<file path="src/core/asu_params.svh">
// register indices, address width, field positions and codes of the serial port
// assumes word-indexed registers: byte address is four times the index
`ifndef ASU_PARAMS_SVH
`define ASU_PARAMS_SVH

`define ASU_ADDR_W 18
`define ASU_IDX_STATUS 16'hfe00
`define ASU_IDX_DATA_LO 16'hfe01
`define ASU_IDX_DATA_HI 16'hfe02
`define ASU_IDX_DIV 16'hfe03
`define ASU_IDX_IRQ_STAT 16'hfe04
`define ASU_IDX_IRQ_MASK 16'hfe05

`define ASU_ST_FRAMERR 4
`define ASU_ST_RXORUN 3
`define ASU_ST_RXFULL 2
`define ASU_ST_TXFULL 1
`define ASU_ST_TXRUN 0

`define ASU_DIV_RESET 16'h0000
`define ASU_DATA_BITS 3'h7
`define ASU_FRAME_LAST 4'h9

`define ASU_IRQ_W 4
`define ASU_IRQ_RX 0
`define ASU_IRQ_TX 1
`define ASU_IRQ_FERR 2
`define ASU_IRQ_ORUN 3

`define ASU_RESP_OKAY 2'h0
`define ASU_RESP_SLVERR 2'h2

`endif

</file>
<file path="src/core/asu_pkg.sv">
// types shared by the serial port files
// assumes nothing of its surroundings
package asu_pkg;

    typedef enum logic [1:0] {
        rx_idle,
        rx_start,
        rx_data,
        rx_stop
    } asu_rx_state_type;

endpackage : asu_pkg

</file>
<file path="src/core/asu_sync.sv">
// two-flop synchroniser for one level
// assumes d_i is asynchronous to clk_i
`timescale 1ns/1ps

module asu_sync #(
    parameter logic RST_VAL = 1'b1
) (
    // clock and reset
    input wire logic clk_i,
    input wire logic rst_n_i,
    // level
    input wire logic d_i,
    output logic q_o
);

    logic meta;

    always_ff @(posedge clk_i or negedge rst_n_i) begin
        if (!rst_n_i) begin
            meta <= RST_VAL;
            q_o <= RST_VAL;
        end else begin
            meta <= d_i;
            q_o <= meta;
        end
    end

endmodule : asu_sync

</file>
<file path="src/core/asu_bit_timer.sv">
// two-stage bit timer: prescale by d1+1, then count d2 prescaled steps
// assumes d1/d2 are held stable by software while a frame runs
`timescale 1ns/1ps

module asu_bit_timer (
    // clock and reset
    input wire logic clk_i,
    input wire logic rst_n_i,
    // control
    input wire logic run_i,
    input wire logic restart_i,
    input wire logic [7:0] d1_i,
    input wire logic [7:0] d2_i,
    // ticks
    output logic bit_tick_o,
    output logic mid_tick_o
);

    logic [7:0] pre;
    logic [7:0] cnt;

    wire pre_wrap = run_i && !restart_i && (pre == d1_i);
    wire cnt_last = (cnt == d2_i - 8'h01);
    wire cnt_mid = (cnt == {1'b0, d2_i[7:1]});

    // d2 of zero stalls the timer instead of ticking every 256 prescale steps
    assign bit_tick_o = pre_wrap && cnt_last && (d2_i != 8'h00);
    assign mid_tick_o = pre_wrap && cnt_mid && (d2_i != 8'h00);

    always_ff @(posedge clk_i or negedge rst_n_i) begin
        if (!rst_n_i) begin
            pre <= 8'h00;
            cnt <= 8'h00;
        end else if (restart_i || !run_i) begin
            pre <= 8'h00;
            cnt <= 8'h00;
        end else begin
            pre <= pre_wrap ? 8'h00 : pre + 8'h01;
            if (pre_wrap) begin
                cnt <= cnt_last ? 8'h00 : cnt + 8'h01;
            end
        end
    end

endmodule : asu_bit_timer

</file>
<file path="src/core/asu_uart_top.sv">
// serial port: byte transmitter and receiver behind an AXI4-Lite register slave
// assumes one write and one read at most outstanding; rx_i is asynchronous
//
// Overview of operation
// - transmit line rests high between frames; receiver treats steady high as idle.
// - frame is low start, eight data bits LSB first, high stop: ten bits.
// - line sampled at stop bit; low sets the framing error flag, status bit 4.
// - on byte transfer, overrun flag bit 3 set if unread data lost, else cleared.
// - receive-full flag bit 2 high while received byte remains unread.
// - data read gives byte in 7:0, zero above; read clears receive-full.
// - receive interrupt request on every byte moved into the receive data register.
// - transmit-full flag bit 1 high while the transmit data register is occupied.
// - transmitter-running flag bit 0 high while a frame shifts out.
// - data write sends bits 7:0; idle transmitter loads, interrupts and starts at once.
// - busy transmitter: byte held, transmit-full set, loaded when the frame ends.
// - high data register behaves the same, with the byte in bits 15:8.
// - divider register: first divider 15:8, second 7:0, reset to zero.
// - bit rate is clock divided by (first divider plus one) times second divider.
//
// Decided for this implementation: register access over AXI4-Lite.
`timescale 1ns/1ps
`include "asu_params.svh"

module asu_uart_top (
    // clock and reset
    input wire logic clk_i,
    input wire logic rst_n_i,
    // axi4-lite write address and data
    input wire logic [`ASU_ADDR_W-1:0] s_axi_awaddr_i,
    input wire logic s_axi_awvalid_i,
    output logic s_axi_awready_o,
    input wire logic [31:0] s_axi_wdata_i,
    input wire logic [3:0] s_axi_wstrb_i,
    input wire logic s_axi_wvalid_i,
    output logic s_axi_wready_o,
    // axi4-lite write response
    output logic [1:0] s_axi_bresp_o,
    output logic s_axi_bvalid_o,
    input wire logic s_axi_bready_i,
    // axi4-lite read
    input wire logic [`ASU_ADDR_W-1:0] s_axi_araddr_i,
    input wire logic s_axi_arvalid_i,
    output logic s_axi_arready_o,
    output logic [31:0] s_axi_rdata_o,
    output logic [1:0] s_axi_rresp_o,
    output logic s_axi_rvalid_o,
    input wire logic s_axi_rready_i,
    // serial line
    input wire logic rx_i,
    output logic tx_o,
    // interrupts
    output logic rx_irq_o,
    output logic tx_irq_o,
    output logic irq_o
);

    // write channel capture
    logic aw_held;
    logic w_held;
    logic [`ASU_ADDR_W-1:0] aw_addr;
    logic [31:0] w_data;
    logic [3:0] w_strb;

    // registers
    logic [15:0] baud_divider;
    logic [`ASU_IRQ_W-1:0] irq_stat;
    logic [`ASU_IRQ_W-1:0] irq_mask;

    // transmitter
    logic [9:0] tx_shift;
    logic [3:0] tx_cnt;
    logic [7:0] tx_hold;
    logic tx_full_flag;
    logic tx_running_flag;

    // receiver
    asu_pkg::asu_rx_state_type rx_state;
    logic rx_s;
    logic rx_prev;
    logic [7:0] rx_shift;
    logic [2:0] rx_cnt;
    logic [7:0] rx_data;
    logic rx_full_flag;
    logic rx_overrun_flag;
    logic framing_error_flag;

    // bus handshakes and decode
    wire aw_fire = s_axi_awvalid_i && s_axi_awready_o;
    wire w_fire = s_axi_wvalid_i && s_axi_wready_o;
    wire ar_fire = s_axi_arvalid_i && s_axi_arready_o;
    wire wr_go = aw_held && w_held && !s_axi_bvalid_o;
    wire next_aw_held = aw_fire || (aw_held && !wr_go);
    wire next_w_held = w_fire || (w_held && !wr_go);
    wire next_rvalid = ar_fire || (s_axi_rvalid_o && !s_axi_rready_i);

    wire [15:0] wr_idx = aw_addr[`ASU_ADDR_W-1:2];
    wire [15:0] rd_idx = s_axi_araddr_i[`ASU_ADDR_W-1:2];

    wire wr_status = (wr_idx == `ASU_IDX_STATUS);
    wire wr_lo = (wr_idx == `ASU_IDX_DATA_LO);
    wire wr_hi = (wr_idx == `ASU_IDX_DATA_HI);
    wire wr_div = (wr_idx == `ASU_IDX_DIV);
    wire wr_istat = (wr_idx == `ASU_IDX_IRQ_STAT);
    wire wr_imask = (wr_idx == `ASU_IDX_IRQ_MASK);
    wire wr_mapped = wr_status || wr_lo || wr_hi || wr_div || wr_istat || wr_imask;

    wire rd_status = (rd_idx == `ASU_IDX_STATUS);
    wire rd_lo = (rd_idx == `ASU_IDX_DATA_LO);
    wire rd_hi = (rd_idx == `ASU_IDX_DATA_HI);
    wire rd_div = (rd_idx == `ASU_IDX_DIV);
    wire rd_istat = (rd_idx == `ASU_IDX_IRQ_STAT);
    wire rd_imask = (rd_idx == `ASU_IDX_IRQ_MASK);
    wire rd_mapped = rd_status || rd_lo || rd_hi || rd_div || rd_istat || rd_imask;

    // a data read consumes the received byte
    wire rd_clear = ar_fire && (rd_lo || rd_hi);

    wire [4:0] line_status = {framing_error_flag, rx_overrun_flag, rx_full_flag,
                              tx_full_flag, tx_running_flag};

    wire [31:0] rd_word =
        rd_status ? {27'h0, line_status} :
        rd_lo ? {24'h0, rx_data} :
        rd_hi ? {16'h0, rx_data, 8'h00} :
        rd_div ? {16'h0, baud_divider} :
        rd_istat ? {28'h0, irq_stat} :
        rd_imask ? {28'h0, irq_mask} : 32'h0;

    // transmitter control
    wire tx_bit_tick;
    wire tx_wr = wr_go && ((wr_lo && w_strb[0]) || (wr_hi && w_strb[1]));
    wire [7:0] tx_byte = wr_hi ? w_data[15:8] : w_data[7:0];
    wire tx_load_now = tx_wr && !tx_running_flag && !tx_full_flag;
    wire tx_keep = tx_wr && tx_running_flag && !tx_full_flag;
    wire tx_reload = tx_full_flag && !tx_running_flag;
    wire tx_load = tx_load_now || tx_reload;
    wire [7:0] tx_load_byte = tx_load_now ? tx_byte : tx_hold;
    wire tx_last = tx_running_flag && tx_bit_tick && (tx_cnt == `ASU_FRAME_LAST);

    // receiver control
    wire rx_mid_tick;
    wire rx_start_det = (rx_state == asu_pkg::rx_idle) && rx_prev && !rx_s;
    wire rx_xfer = (rx_state == asu_pkg::rx_stop) && rx_mid_tick;
    wire orun_ev = rx_xfer && rx_full_flag && !rd_clear;
    wire ferr_ev = rx_xfer && !rx_s;

    // interrupt status, write one to clear, a new event wins
    wire [`ASU_IRQ_W-1:0] irq_ev = {orun_ev, ferr_ev, tx_load, rx_xfer};
    wire [`ASU_IRQ_W-1:0] irq_clr =
        (wr_go && wr_istat && w_strb[0]) ? w_data[`ASU_IRQ_W-1:0] : {`ASU_IRQ_W{1'b0}};

    asu_bit_timer u_tx_timer (
        .clk_i(clk_i),
        .rst_n_i(rst_n_i),
        .run_i(tx_running_flag),
        .restart_i(tx_load),
        .d1_i(baud_divider[15:8]),
        .d2_i(baud_divider[7:0]),
        .bit_tick_o(tx_bit_tick),
        .mid_tick_o()
    );

    asu_bit_timer u_rx_timer (
        .clk_i(clk_i),
        .rst_n_i(rst_n_i),
        .run_i(rx_state != asu_pkg::rx_idle),
        .restart_i(rx_start_det),
        .d1_i(baud_divider[15:8]),
        .d2_i(baud_divider[7:0]),
        .bit_tick_o(),
        .mid_tick_o(rx_mid_tick)
    );

    asu_sync #(
        .RST_VAL(1'b1)
    ) u_rx_sync (
        .clk_i(clk_i),
        .rst_n_i(rst_n_i),
        .d_i(rx_i),
        .q_o(rx_s)
    );

    // write side of the bus slave
    always_ff @(posedge clk_i or negedge rst_n_i) begin
        if (!rst_n_i) begin
            aw_held <= 1'b0;
            w_held <= 1'b0;
            aw_addr <= '0;
            w_data <= 32'h0;
            w_strb <= 4'h0;
            s_axi_awready_o <= 1'b0;
            s_axi_wready_o <= 1'b0;
            s_axi_bvalid_o <= 1'b0;
            s_axi_bresp_o <= `ASU_RESP_OKAY;
        end else begin
            aw_held <= next_aw_held;
            w_held <= next_w_held;
            s_axi_awready_o <= !next_aw_held;
            s_axi_wready_o <= !next_w_held;
            if (aw_fire) begin
                aw_addr <= s_axi_awaddr_i;
            end
            if (w_fire) begin
                w_data <= s_axi_wdata_i;
                w_strb <= s_axi_wstrb_i;
            end
            if (wr_go) begin
                s_axi_bvalid_o <= 1'b1;
                s_axi_bresp_o <= wr_mapped ? `ASU_RESP_OKAY : `ASU_RESP_SLVERR;
            end else if (s_axi_bready_i) begin
                s_axi_bvalid_o <= 1'b0;
            end
        end
    end

    // read side of the bus slave
    always_ff @(posedge clk_i or negedge rst_n_i) begin
        if (!rst_n_i) begin
            s_axi_arready_o <= 1'b0;
            s_axi_rvalid_o <= 1'b0;
            s_axi_rdata_o <= 32'h0;
            s_axi_rresp_o <= `ASU_RESP_OKAY;
        end else begin
            s_axi_arready_o <= !next_rvalid;
            s_axi_rvalid_o <= next_rvalid;
            if (ar_fire) begin
                s_axi_rdata_o <= rd_word;
                s_axi_rresp_o <= rd_mapped ? `ASU_RESP_OKAY : `ASU_RESP_SLVERR;
            end
        end
    end

    // divider and interrupt registers
    always_ff @(posedge clk_i or negedge rst_n_i) begin
        if (!rst_n_i) begin
            baud_divider <= `ASU_DIV_RESET;
            irq_stat <= '0;
            irq_mask <= '0;
            irq_o <= 1'b0;
        end else begin
            if (wr_go && wr_div && w_strb[0]) begin
                baud_divider[7:0] <= w_data[7:0];
            end
            if (wr_go && wr_div && w_strb[1]) begin
                baud_divider[15:8] <= w_data[15:8];
            end
            if (wr_go && wr_imask && w_strb[0]) begin
                irq_mask <= w_data[`ASU_IRQ_W-1:0];
            end
            irq_stat <= (irq_stat & ~irq_clr) | irq_ev;
            irq_o <= |(irq_stat & irq_mask);
        end
    end

    // transmitter: idle shifter is all ones so the line rests high
    always_ff @(posedge clk_i or negedge rst_n_i) begin
        if (!rst_n_i) begin
            tx_shift <= 10'h3ff;
            tx_cnt <= 4'h0;
            tx_running_flag <= 1'b0;
            tx_o <= 1'b1;
            tx_irq_o <= 1'b0;
        end else begin
            tx_irq_o <= tx_load;
            tx_o <= tx_shift[0];
            if (tx_load) begin
                tx_shift <= {1'b1, tx_load_byte, 1'b0};
                tx_cnt <= 4'h0;
                tx_running_flag <= 1'b1;
            end else if (tx_running_flag && tx_bit_tick) begin
                tx_shift <= {1'b1, tx_shift[9:1]};
                tx_cnt <= tx_cnt + 4'h1;
                if (tx_last) begin
                    tx_running_flag <= 1'b0;
                end
            end
        end
    end

    // holding register; a write while it is occupied is dropped
    always_ff @(posedge clk_i or negedge rst_n_i) begin
        if (!rst_n_i) begin
            tx_hold <= 8'h00;
            tx_full_flag <= 1'b0;
        end else if (tx_keep) begin
            tx_hold <= tx_byte;
            tx_full_flag <= 1'b1;
        end else if (tx_reload) begin
            tx_full_flag <= 1'b0;
        end
    end

    // receiver sequencing on mid-bit ticks
    always_ff @(posedge clk_i or negedge rst_n_i) begin
        if (!rst_n_i) begin
            rx_state <= asu_pkg::rx_idle;
            rx_prev <= 1'b1;
            rx_shift <= 8'h00;
            rx_cnt <= 3'h0;
        end else begin
            rx_prev <= rx_s;
            unique case (rx_state)
                asu_pkg::rx_idle: begin
                    if (rx_start_det) begin
                        rx_state <= asu_pkg::rx_start;
                    end
                end
                asu_pkg::rx_start: begin
                    if (rx_mid_tick) begin
                        // a glitch shorter than half a bit is not a start
                        rx_state <= rx_s ? asu_pkg::rx_idle : asu_pkg::rx_data;
                        rx_cnt <= 3'h0;
                    end
                end
                asu_pkg::rx_data: begin
                    if (rx_mid_tick) begin
                        rx_shift <= {rx_s, rx_shift[7:1]};
                        rx_cnt <= rx_cnt + 3'h1;
                        if (rx_cnt == `ASU_DATA_BITS) begin
                            rx_state <= asu_pkg::rx_stop;
                        end
                    end
                end
                asu_pkg::rx_stop: begin
                    if (rx_mid_tick) begin
                        rx_state <= asu_pkg::rx_idle;
                    end
                end
            endcase
        end
    end

    // receive data register and its flags
    always_ff @(posedge clk_i or negedge rst_n_i) begin
        if (!rst_n_i) begin
            rx_data <= 8'h00;
            rx_full_flag <= 1'b0;
            rx_overrun_flag <= 1'b0;
            framing_error_flag <= 1'b0;
            rx_irq_o <= 1'b0;
        end else begin
            rx_irq_o <= rx_xfer;
            if (rx_xfer) begin
                rx_data <= rx_shift;
                rx_full_flag <= 1'b1;
                rx_overrun_flag <= orun_ev;
                framing_error_flag <= !rx_s;
            end else if (rd_clear) begin
                rx_full_flag <= 1'b0;
            end
        end
    end
endmodule : asu_uart_top

</file>
<file path="config.mk">
export PLATFORM = sky130hd
export DESIGN_NAME = asu_uart_top
export DESIGN_NICKNAME = d
export VERILOG_FILES = /design/src/core/asu_pkg.sv /design/src/core/asu_sync.sv /design/src/core/asu_bit_timer.sv /design/src/core/asu_uart_top.sv
export VERILOG_INCLUDE_DIRS = /design/src /design/src/core
export SDC_FILE = /design/constraint.sdc
export NUM_CORES = 1
export LEC_CHECK = 0
export BUFFER_PORTS_ARGS = -buffer_cell sky130_fd_sc_hd__buf_2
export CAP_MARGIN = 20
export CORE_MARGIN = 8
export CORE_UTILIZATION = 40
export DETAILED_ROUTE_END_ITERATION = 16
export GPL_TIMING_DRIVEN = 1
export PLACE_DENSITY = 0.59
export SETUP_SLACK_MARGIN = 0.3
export SYNTH_ARGS = -nofsm -noshare
export SYNTH_HDL_FRONTEND = slang
export SYNTH_SLANG_ARGS = --single-unit
</file>
<file path="constraint.sdc">
create_clock -name clk_i -period 3.7 [get_ports clk_i]
set_input_delay 0.185 -clock clk_i [delete_from_list [all_inputs] [get_ports clk_i]]
set_output_delay 0.185 -clock clk_i [all_outputs]
set_load 0.03 [all_outputs]
</file>
==> impl_metrics.json <==
{
  "rows": 53,
  "path_class": "reg -> reg",
  "clock_sinks": 169,
  "max_freq_mhz": 318,
  "antenna_found_initial": 0,
  "drt_first_pass_iters": 4,
  "hold_viol": 0,
  "syn_area_per_cell_um2": 11.1,
  "ys_top_cells_by_area": "dfrtp_1, mux2_2, dfstp_2",
  "vias_per_cell": 5.10,
  "clock-root-buffer": "clkbuf_16",
  "drt_iter0_drc": 308,
  "slew_violations": 0,
  "drv_cap": 0,
  "nNetsFinal": 951,
  "path_max_fanout": 14,
  "gr-usage-met3_pct": 3.28,
  "netlist_area_um2": 8340,
  "p_leak_nw": 4.70,
  "crit_required_ns": 4.05,
  "wire_per_inst_um": 16.7,
  "relSlewSlack_pct": 33.4,
  "synth_seq_cells": 169,
  "p_per_area_nw_per_um2": 506,
  "start_util_pct": 40.2,
  "numCtsBuffers": 17,
  "post-route-drc-count": 0,
  "layout-drive-gt1-share_pct": 24.1,
  "insertedDiodeCount": 0,
  "layout_commonest_cell": "dfrtp_1",
  "ys_async_sr_fraction_pct": 100,
  "core-area_um2": 20800,
  "finalPower_mw": 4.99,
  "ir_drop_mv": 0.309,
  "crit_arrival_ns": 3.49,
  "post_cts_resize_count": 0,
  "layout_common_cells": "dfrtp_1, buf_2, nand2_1",
  "grt_overflow_total": 0,
  "cts_buffer_depth": 2,
  "pin_count": 125,
  "die_area_um2": 25700,
  "clkSlewWorstSetupHoldPaths_ns": 0.07,
  "synth_cell_type_count": 70,
  "busiest_layer": "met2",
  "synth_edf_count": 0,
  "endpoint_kind": "flop",
  "grt_pass1_vias": 6003,
  "gp_congestion": 0.785,
  "vias": 5864,
  "cts_hold_buffers": 38,
  "post_cts_buffers": 0,
  "routed_wl_mm": 19.2,
  "grt_max_degree": 102,
  "layout_min_cycle_time_ns": 3.14,
  "dp_hpwl_mm": 13.5,
  "fin_skew_ns": 0.0109,
  "synth_top_area_share_pct": 46.8,
  "grt_setup_unrepaired": "no",
  "min_period_over_period_pct": 85.0,
  "ys_warn_count": 0,
  "finalSetupViolations": 0,
  "insertion_delay_ns": 0.43,
  "cts_tree": "built",
  "drtAntennaViolNets": 0,
  "grtUsageTotal_pct": 15.3,
  "met1_usage_pct": 21.1,
  "fp.dieW_um": 160,
  "htreeDepth": 4,
  "fin_setup_tns_ns": 0,
  "hp-class": "in -> reg",
  "grt_pass1_wl_mm": 31.8,
  "worstSetupStartpointType": "flop",
  "synthFlopType": "dfrtp_1",
  "worstMarginPinSlew_ns": 1.00,
  "use_met2_pct": 23.8,
  "synthToLayoutAreaGrowth_pct": 18.4,
  "ys_seq_area_share_pct": 50.9,
  "io_buffer_count": 84,
  "die_h_um": 160,
  "status": "finished, final reports clean",
  "syn_inst": 754,
  "yosysTopAreaCell": "dfrtp_1"
}
==> cell usage after synthesis (all sizes together), types with 10 or more instances <==
cell type / count
ha: 10
and3: 11
nand3: 22
xor2: 28
o21ai: 42
buf: 28
nor3: 11
dfstp: 13
clkbuf: 28
dfrtp: 156
inv: 25
a21oi: 11
mux2i: 27
nor2: 35
xnor2: 34
mux2: 72
o31ai: 12
nand2: 72
==> final timing paths <==
path / start / to / slack, ns / cells past startpoint
min in group asynchronous: rst_n_i / s_axi_rdata_o[0] / 0.40 / 2
max: baud_divider[0] / tx_cnt[3] / 0.56 / 8
min: s_axi_araddr_i[4] / s_axi_rresp_o[1] / 0.25 / 4
min reg2reg: u_rx_sync.meta / u_rx_sync.q_o / 0.36 / 0
max in group asynchronous: rst_n_i / tx_running_flag / 2.38 / 3
max reg2reg: baud_divider[0] / tx_cnt[3] / 0.56 / 8
==> flip-flops by register name, summed over array words and instances (netlist names), 2 cells and up, named ones only <==
signal	cells
aw_addr	16
baud_divider	16
irq_mask	4
irq_stat	4
rx_cnt	3
rx_data	8
rx_shift	8
s_axi_rdata_o	16
tx_cnt	4
tx_hold	8
tx_shift	9
u_rx_timer.cnt	8
u_rx_timer.pre	8
u_tx_timer.cnt	8
u_tx_timer.pre	8
w_data	16
w_strb	2
==> routing by layer <==
metal | wire length (um) | part of all wire [%]
met5 | 0 | 0
met4 | 244 | 1.3
met3 | 778 | 4.1
met2 | 8870 | 46
met1 | 9260 | 48
==> worst max-delay path: stages (launching register included) <==
cell      delay [ns]
dfrtp_1         0.47
inv_1           0.12
ha_1            0.22
or3b_1          0.50
o311a_1         0.34
a221oi_2        0.26
nand4_2         0.39
or4_1           0.62
a21oi_1         0.15
==> layout make-up <==
class,instances,area [um2]
Clock inverter,13,136
Fill cell,1926,10900
Timing Repair Buffer,127,845
Inverter,25,93.8
Sequential cell,169,4250
Tap cell,275,344
Multi-Input combinational cell,521,3770
Clock buffer,19,433
==> kinds of logic (layout without fill, tap and decap cells) <==
group,Yosys count,in the layout,share of synthesized area [%]
compound gates,126,126,10.7
xor+xnor,63,63,6.80
fa+ha+maj,10,10,1.50
buf+inv,81,184,4.62
flops,169,169,50.9
mux,99,99,13.0
other cells,1,18,0.0450
simple gates,205,205,12.5
==> power by group <==
group | total, mW | internal [mW] | leakage [nW] | switching [mW]
logic | 0.826 | 0.425 | 2.22 | 0.401
clock network | 1.72 | 0.947 | 0.275 | 0.777
registers | 2.44 | 2.12 | 2.20 | 0.327
total | 4.99 | 3.49 | 4.70 | 1.51
==> metrics by stage <==
step                      cell area [um2]  utilization [%]  instances  hold slack, ns  worst slack (ns)
after global placement               8920             43.0       1079           0.290             0.632
after floorplan                      8400                -        771          -0.111             0.991
after CTS                            9870             47.5       1149           0.229             0.571
final                                9870             47.5       1149           0.246             0.557
after global routing                 9870             47.5       1149           0.275             0.380
after detailed placement             8920             43.0       1079           0.294             0.574
Power figures use the tool's default switching activity.
